==> src/hw/dual_mode_reload_timer_pkg.sv <==
// Purpose: shared constants for the dual mode reload timer
// Assumes: byte-wide special function register access
// Notes:   offsets are register-space addresses seen on i_sfr_addr
package dual_mode_reload_timer_pkg;

  // register addresses
  localparam logic [7:0] ADDR_CONTROL     = 8'h91;
  localparam logic [7:0] ADDR_RELOAD_LOW  = 8'h92;
  localparam logic [7:0] ADDR_RELOAD_HIGH = 8'h93;
  localparam logic [7:0] ADDR_COUNT_LOW   = 8'h94;
  localparam logic [7:0] ADDR_COUNT_HIGH  = 8'h95;

  // control field positions
  localparam int BIT_HIGH_OVF   = 7;
  localparam int BIT_LOW_OVF    = 6;
  localparam int BIT_LOW_IRQ_EN = 5;
  localparam int BIT_CAPTURE_EN = 4;
  localparam int BIT_SPLIT      = 3;
  localparam int BIT_RUN        = 2;
  localparam int BIT_UNUSED     = 1;
  localparam int BIT_EXT_SEL    = 0;

  // reset values and masks
  localparam logic [7:0] CONTROL_RESET = 8'h00;
  localparam logic [7:0] CONTROL_WMASK = 8'hfd;
  localparam logic [7:0] BYTE_RESET    = 8'h00;
  localparam logic [7:0] BYTE_MAX      = 8'hff;

  // clock dividers, in system clock cycles and external edges
  localparam int SYSTEM_CLOCK_DIV = 12;
  localparam int EXT_DIV    = 8;

  typedef enum logic [1:0] {
    MODE_WIDE  = 2'b01,
    MODE_SPLIT = 2'b10
  } mode_e;

endpackage : dual_mode_reload_timer_pkg

==> src/hw/count_tick_gen.sv <==
// Purpose: count-enable pulses for system clock/12 and external clock/8
// Assumes: external oscillator is asynchronous and slower than i_mclk/2
// Notes:   each output is a one-cycle pulse on i_mclk
`timescale 1ns/100ps
`default_nettype none
module count_tick_gen
  import dual_mode_reload_timer_pkg::*;
#(
  parameter int SYS_DIV = SYSTEM_CLOCK_DIV,
  parameter int OSC_DIV = EXT_DIV
) (
  input  wire logic i_mclk,      // system clock
  input  wire logic i_srst,      // synchronous reset, active high
  input  wire logic i_ext_osc,   // raw external oscillator
  output logic      o_sys_tick,  // system clock divided pulse
  output logic      o_ext_tick   // external clock divided pulse
);
  import dual_mode_reload_timer_pkg::*;

  // the divide counters are eight bits wide
  if (SYS_DIV < 2 || SYS_DIV > 256 ||
      OSC_DIV < 2 || OSC_DIV > 256) begin : g_bad_div
    $error("dividers must lie between 2 and 256");
  end

  logic [7:0] sys_cnt_r, sys_cnt_nxt;
  logic [7:0] ext_cnt_r, ext_cnt_nxt;
  logic       meta_r, sync_r, prev_r;
  logic       sys_tick_nxt, ext_tick_nxt;

  always_comb begin
    sys_tick_nxt = 1'b0;
    ext_tick_nxt = 1'b0;
    sys_cnt_nxt  = sys_cnt_r + 8'h01;
    ext_cnt_nxt  = ext_cnt_r;
    if (sys_cnt_r == 8'(SYS_DIV - 1)) begin
      sys_cnt_nxt  = 8'h00;
      sys_tick_nxt = 1'b1;
    end
    // only the second stage and its delayed copy feed the edge detect
    if (sync_r && !prev_r) begin
      ext_cnt_nxt = ext_cnt_r + 8'h01;
      if (ext_cnt_r == 8'(OSC_DIV - 1)) begin
        ext_cnt_nxt  = 8'h00;
        ext_tick_nxt = 1'b1;
      end
    end
  end

  always_ff @(posedge i_mclk) begin
    if (i_srst) begin
      sys_cnt_r  <= 8'h00;
      ext_cnt_r  <= 8'h00;
      meta_r     <= 1'b0;
      sync_r     <= 1'b0;
      prev_r     <= 1'b0;
      o_sys_tick <= 1'b0;
      o_ext_tick <= 1'b0;
    end else begin
      sys_cnt_r  <= sys_cnt_nxt;
      ext_cnt_r  <= ext_cnt_nxt;
      meta_r     <= i_ext_osc;
      sync_r     <= meta_r;
      prev_r     <= sync_r;
      o_sys_tick <= sys_tick_nxt;
      o_ext_tick <= ext_tick_nxt;
    end
  end

endmodule : count_tick_gen
`default_nettype wire

==> src/hw/lfo_rise_detect.sv <==
// Purpose: synchronise the low-frequency oscillator and flag rising edges
// Assumes: oscillator is far slower than i_mclk
// Notes:   pulse comes three cycles after the pin rises
`timescale 1ns/100ps
`default_nettype none
module lfo_rise_detect (
  input  wire logic i_mclk,   // system clock
  input  wire logic i_srst,   // synchronous reset, active high
  input  wire logic i_lfo,    // raw low-frequency oscillator
  output logic      o_rise    // one-cycle pulse per rising edge
);

  logic meta_r, sync_r, prev_r, rise_nxt;

  always_comb begin
    rise_nxt = sync_r && !prev_r;
  end

  always_ff @(posedge i_mclk) begin
    if (i_srst) begin
      meta_r <= 1'b0;
      sync_r <= 1'b0;
      prev_r <= 1'b0;
      o_rise <= 1'b0;
    end else begin
      meta_r <= i_lfo;
      sync_r <= meta_r;
      prev_r <= sync_r;
      o_rise <= rise_nxt;
    end
  end

endmodule : lfo_rise_detect
`default_nettype wire

==> src/hw/dual_mode_reload_timer.sv <==
// Purpose: 16-bit auto-reload timer, splittable into two 8-bit timers
// Assumes: byte register port; clock selects and irq enable come from
//          registers held elsewhere in the system
// Notes:   read data is registered, one cycle after the address
`timescale 1ns/100ps
`default_nettype none
module dual_mode_reload_timer
  import dual_mode_reload_timer_pkg::*;
(
  input  wire logic       i_mclk,            // system clock, 20 MHz
  input  wire logic       i_srst,            // sync reset, active high
  input  wire logic [7:0] i_sfr_addr,        // register address
  input  wire logic [7:0] i_sfr_wdata,       // write data
  input  wire logic       i_sfr_we,          // write strobe, one cycle
  output logic      [7:0] o_sfr_rdata,       // read data, 1 cycle late
  input  wire logic       i_high_byte_clock_select, // high byte system_clock
  input  wire logic       i_low_byte_clock_select,  // low byte system_clock
  input  wire logic       i_timer_irq_enable,       // timer irq enable
  input  wire logic       i_ext_osc,         // external oscillator
  input  wire logic       i_lfo,             // low-frequency oscillator
  output logic            o_irq              // interrupt request level
);
  import dual_mode_reload_timer_pkg::*;

  function automatic logic is_max(input logic [7:0] b);
    return b == BYTE_MAX;
  endfunction : is_max

  function automatic logic wr_hit(input logic       we,
                                  input logic [7:0] addr,
                                  input logic [7:0] target);
    return we && (addr == target);
  endfunction : wr_hit

  logic sys_tick, ext_tick, lfo_rise;

  count_tick_gen u_ticks (
    .i_mclk     (i_mclk),
    .i_srst     (i_srst),
    .i_ext_osc  (i_ext_osc),
    .o_sys_tick (sys_tick),
    .o_ext_tick (ext_tick)
  );

  lfo_rise_detect u_lfo (
    .i_mclk (i_mclk),
    .i_srst (i_srst),
    .i_lfo  (i_lfo),
    .o_rise (lfo_rise)
  );

  // ---------------- register state
  logic [7:0] control_r, control_nxt;
  logic [7:0] reload_low_r, reload_low_nxt;
  logic [7:0] reload_high_r, reload_high_nxt;
  logic [7:0] count_low_r, count_low_nxt;
  logic [7:0] count_high_r, count_high_nxt;
  logic       capture_irq_r, capture_irq_nxt;
  logic [7:0] rdata_nxt;

  logic  wr_ctl, wr_rll, wr_rlh, wr_cl, wr_ch;
  logic  run, split, ext_sel, low_irq_en, capture_en;
  logic  low_tick, high_tick, low_wrap, high_wrap, capture;
  mode_e mode;

  assign wr_ctl = wr_hit(i_sfr_we, i_sfr_addr, ADDR_CONTROL);
  assign wr_rll = wr_hit(i_sfr_we, i_sfr_addr, ADDR_RELOAD_LOW);
  assign wr_rlh = wr_hit(i_sfr_we, i_sfr_addr, ADDR_RELOAD_HIGH);
  assign wr_cl  = wr_hit(i_sfr_we, i_sfr_addr, ADDR_COUNT_LOW);
  assign wr_ch  = wr_hit(i_sfr_we, i_sfr_addr, ADDR_COUNT_HIGH);

  assign run        = control_r[BIT_RUN];
  assign split      = control_r[BIT_SPLIT];
  assign ext_sel    = control_r[BIT_EXT_SEL];
  assign low_irq_en = control_r[BIT_LOW_IRQ_EN];
  assign capture_en = control_r[BIT_CAPTURE_EN];
  assign mode       = split ? MODE_SPLIT : MODE_WIDE;

  // each byte picks its own source; 16-bit mode uses the low select
  assign low_tick  = i_low_byte_clock_select ? 1'b1 :
                     (ext_sel ? ext_tick : sys_tick);
  assign high_tick = i_high_byte_clock_select ? 1'b1 :
                     (ext_sel ? ext_tick : sys_tick);

  // capture needs the timer irq enable as well as its own bit
  assign capture = capture_en && i_timer_irq_enable && lfo_rise;

  // ---------------- counting and flags
  always_comb begin
    count_low_nxt  = count_low_r;
    count_high_nxt = count_high_r;
    low_wrap       = 1'b0;
    high_wrap      = 1'b0;
    unique case (mode)
      MODE_WIDE: begin
        if (run && low_tick) begin
          low_wrap      = is_max(count_low_r);
          count_low_nxt = count_low_r + 8'h01;
          if (low_wrap) begin
            count_high_nxt = count_high_r + 8'h01;
            high_wrap      = is_max(count_high_r);
          end
          if (high_wrap) begin
            count_low_nxt  = reload_low_r;
            count_high_nxt = reload_high_r;
          end
        end
      end
      MODE_SPLIT: begin
        if (low_tick) begin
          low_wrap      = is_max(count_low_r);
          count_low_nxt = low_wrap ? reload_low_r
                                   : count_low_r + 8'h01;
        end
        if (run && high_tick) begin
          high_wrap      = is_max(count_high_r);
          count_high_nxt = high_wrap ? reload_high_r
                                     : count_high_r + 8'h01;
        end
      end
    endcase
    // software writes override the count for that cycle
    if (wr_cl) count_low_nxt = i_sfr_wdata;
    if (wr_ch) count_high_nxt = i_sfr_wdata;
  end

  always_comb begin
    control_nxt = control_r;
    if (wr_ctl) begin
      control_nxt = (i_sfr_wdata & CONTROL_WMASK);
    end
    // a wrap in the same cycle as a clearing write keeps its flag set
    if (high_wrap) control_nxt[BIT_HIGH_OVF] = 1'b1;
    if (low_wrap) control_nxt[BIT_LOW_OVF] = 1'b1;
    control_nxt[BIT_UNUSED] = 1'b0;
  end

  always_comb begin
    reload_low_nxt  = wr_rll ? i_sfr_wdata : reload_low_r;
    reload_high_nxt = wr_rlh ? i_sfr_wdata : reload_high_r;
    // the captured value beats a same-cycle reload write
    if (capture) begin
      reload_low_nxt  = count_low_r;
      reload_high_nxt = count_high_r;
    end
    capture_irq_nxt = capture;
  end

  always_comb begin
    unique case (i_sfr_addr)
      ADDR_CONTROL:     rdata_nxt = control_r;
      ADDR_RELOAD_LOW:  rdata_nxt = reload_low_r;
      ADDR_RELOAD_HIGH: rdata_nxt = reload_high_r;
      ADDR_COUNT_LOW:   rdata_nxt = count_low_r;
      ADDR_COUNT_HIGH:  rdata_nxt = count_high_r;
      default:          rdata_nxt = 8'h00;
    endcase
  end

  always_ff @(posedge i_mclk) begin
    if (i_srst) begin
      control_r     <= CONTROL_RESET;
      reload_low_r  <= BYTE_RESET;
      reload_high_r <= BYTE_RESET;
      count_low_r   <= BYTE_RESET;
      count_high_r  <= BYTE_RESET;
      capture_irq_r <= 1'b0;
      o_sfr_rdata   <= 8'h00;
    end else begin
      control_r     <= control_nxt;
      reload_low_r  <= reload_low_nxt;
      reload_high_r <= reload_high_nxt;
      count_low_r   <= count_low_nxt;
      count_high_r  <= count_high_nxt;
      capture_irq_r <= capture_irq_nxt;
      o_sfr_rdata   <= rdata_nxt;
    end
  end

  // level request from the sticky flags; software must read both flags
  // to learn the source, and the capture request lasts one cycle
  always_comb begin
    o_irq = i_timer_irq_enable &&
            (control_r[BIT_HIGH_OVF] ||
             (low_irq_en && control_r[BIT_LOW_OVF]) ||
             capture_irq_r);
  end
endmodule : dual_mode_reload_timer
`default_nettype wire

==> config.mk <==
export PLATFORM = sky130hd
export DESIGN_NAME = dual_mode_reload_timer
export DESIGN_NICKNAME = d
export VERILOG_FILES = /design/src/hw/dual_mode_reload_timer_pkg.sv /design/src/hw/count_tick_gen.sv /design/src/hw/lfo_rise_detect.sv /design/src/hw/dual_mode_reload_timer.sv
export SDC_FILE = /design/constraint.sdc
export NUM_CORES = 1
export LEC_CHECK = 0
export BUFFER_PORTS_ARGS = -buffer_cell sky130_fd_sc_hd__buf_2
export CAP_MARGIN = 40
export CORE_MARGIN = 2
export CORE_UTILIZATION = 30
export DETAILED_ROUTE_END_ITERATION = 16
export RECOVER_POWER = 100
export SYNTH_ARGS = -nofsm -noshare
export SYNTH_HDL_FRONTEND = slang
export SYNTH_SLANG_ARGS = --single-unit
==> constraint.sdc <==
create_clock -name i_mclk -period 2.6 [get_ports i_mclk]
set_clock_uncertainty 0.1 [all_clocks]
set_input_delay 0.26 -clock i_mclk [delete_from_list [all_inputs] [get_ports i_mclk]]
set_output_delay 0.26 -clock i_mclk [all_outputs]
set_load 0.01 [all_outputs]
==> results.toml <==
[clocking]
cts_tree = "yes"
clock-sinks = 73
insertion_delay_ns = 0.34
cts_made_buffers = 9
clk_pin_slew_ns = 0.06
ctsHoldBuffers = 0
h-tree-depth = 3
cts_root_buf = "clkbuf_16"
cts_repair_resize_count = 0
clk_path_buf_depth = 2
cts_setup_buffers = 0

[floorplanning]
start_util_pct = 30.6
die-area_um2 = 13100
core_area_um2 = 12000
die_h_um = 114
design.portCount = 33
die-width_um = 114
rows = 40

[logic_synthesis]
synth_edf_count = 0
async_flop_share_pct = 0
synth_seq_area_share_pct = 39.9
synthDistinctLibCells = 67
syn-instance-count = 426
synth_flop_cell = "dfxtp_1"
syn-num-nets = 454
synth_seq_cells = 73
yosysWarningCount = 0
syn-cell-area_um2 = 3660
synth.avg_cell_area_um2 = 8.59

[final_layout]
final_cell_mix = "dfxtp_1 (73), nor2_1 (50), nand3_1 (43), nand2_1 (43), a21oi_1 (27)"
final_nets = 483
area_delta_synth_final_pct = 15.5
layout_commonest_cell = "dfxtp_1"
n_fill_cell = 1249
antenna_cells = 0
drive_above_1_share_pct = 14.8
fin_cells = 607

[detailed_routing]
first_pass_iters = 7
vias_per_cell = 5.68
drtIter0Drc = 320
vias = 3448
wl_per_cell_um = 17.4
ant_nets = 0
finalWirelength_um = 10600
drcViolationCount = 0

[timing]
slew_headroom_pct = 34.5
rsz0062_at_grt = "false"
setup_viol = 0
fin_tns_setup_ns = 0
period_share_pct = 87.1
max_freq_mhz = 442
period_needed_ns = 2.26
tightest_slew_ns = 0.974
drv_slew = 0
hold_viol = 0
layout_setup_ws_ns = 0.336

[placement]
gp_congestion = 0.936
post-place-ws_ns = 0.404
post-dp-hpwl_um = 7570
placedCellCount = 591
portBuffers = 32

[grt]
grt_max_degree = 37
grtUsageMet3_pct = 4.61
grt_pass1_vias = 3209
use_met2_pct = 25.0
grt_use_total_pct = 16.9
grt_pass1_wl_um = 17200
grt_antenna_before_repair = 0
grt_overflow_total = 0
busiest_layer = "met2"
grtUsageMet1_pct = 23.2

[worst_setup_path]
max_stage_delay_ns = 0.45
cp_data_arrival_time_ns = 2.39
cp_slowest_cell = "dfxtp_1"
cp_top_family = "compound AO/OA/AOI/OAI gates"
required_ns = 2.72
path_max_fanout = 8
end_kind = "register"
start_kind = "register"
path_cells = "ha_1 > nand3_1 > o21bai_2 > and2_0 > o211ai_1 > a211oi_1"
crit_type = "register to register"
path_buf_inv = 0

[power_and_ir_drop]
internal-power_mw = 1.91
pwr-share-seq_pct = 45.6
p_clk_share_pct = 50.4
finalPower_mw = 2.50
power_density_nw_per_um2 = 592
leakagePower_nw = 1.40
combPwrFrac_pct = 4.0
peakVddDrop_mv = 0.385
netSwitchingFraction_pct = 23.5
switchingPower_mw = 0.587

[run_status]
status = "finished, final reports clean"

[job]
cap_violations = 0

[min_path]
worstHoldPathType = "input port to register"
stage by stage:
stage,util [%],hold slack [ns],cell area (um2)
2_1_floorplan,-,0.267,3660
3_3_place_gp,33.1,0.272,3960
3_5_place_dp,33.1,0.276,3960
4_1_cts,35.6,0.0229,4260
5_1_grt,35.3,0.0441,4220
6_report,35.3,0.0302,4220
power by group through the flow:
stage	sequential [mW]	combinational, mW	clock (mW)
finish	1.14	0.101	1.26
global route	1.14	0.110	1.32
CTS	1.14	0.103	1.28
detailed placement	1.17	0.103	0
global placement	1.17	0.101	0
floorplan	1.16	0.0550	0
cell families after synthesis:
family,synth area share [%]
flops,39.9
buf+inv,3.76
compound gates,23.3
mux,1.16
fa+ha+maj,1.37
xor+xnor,3.35
simple gates,27.1
final cells by class:
cell class / count / area [um2] / area share, %
sequential: 73 / 1460 / 34.6
clock buffer: 9 / 225 / 5.33
tap: 147 / 184 / 4.35
inverter: 4 / 15.0 / 0.355
clock inverter: 7 / 77.6 / 1.84
multi-input combinational: 324 / 2040 / 48.4
timing repair buffer: 43 / 218 / 5.15
flip-flops by register name (all words and copies together) (netlist names), 7 cells and up:
register           flops
count_low_r            8
u_ticks.ext_cnt_r      8
control_r              7
reload_high_r          8
o_sfr_rdata            8
reload_low_r           8
u_ticks.sys_cnt_r      8
count_high_r           8
per-layer routing:
metal	up-vias	wire length, um
met1	1614	4720
met3	24	1060
met4	0	290
met5	-	0
met2	150	4490
li1	1660	-
synthesized netlist by cell type (7+ instances only):
cell	n	area, um2
a211oi_1	9	67.6
o21ai_0	9	45.0
nor2_1	50	188
nand2_1	43	161
a21oi_1	27	135
a222oi_1	7	70.1
nor2b_1	9	56.3
nand3_1	43	215
a22oi_1	11	82.6
xor2_1	8	70.1
clkbuf_1	12	45.0
dfxtp_1	73	1460
a311oi_1	19	166
worst paths after layout:
check | from | end | slack [ns] | depth (start not counted)
worst min-delay path | i_ext_osc | u_ticks.meta_r | 0.03 | 2
worst min register to register | u_lfo.prev_r | u_lfo.o_rise | 0.28 | 1
worst max register to register | count_low_r[0] | count_high_r[0] | 0.34 | 6
worst max-delay path | count_low_r[0] | count_high_r[0] | 0.34 | 6
No activity file was read; power rests on OpenSTA's default activity.
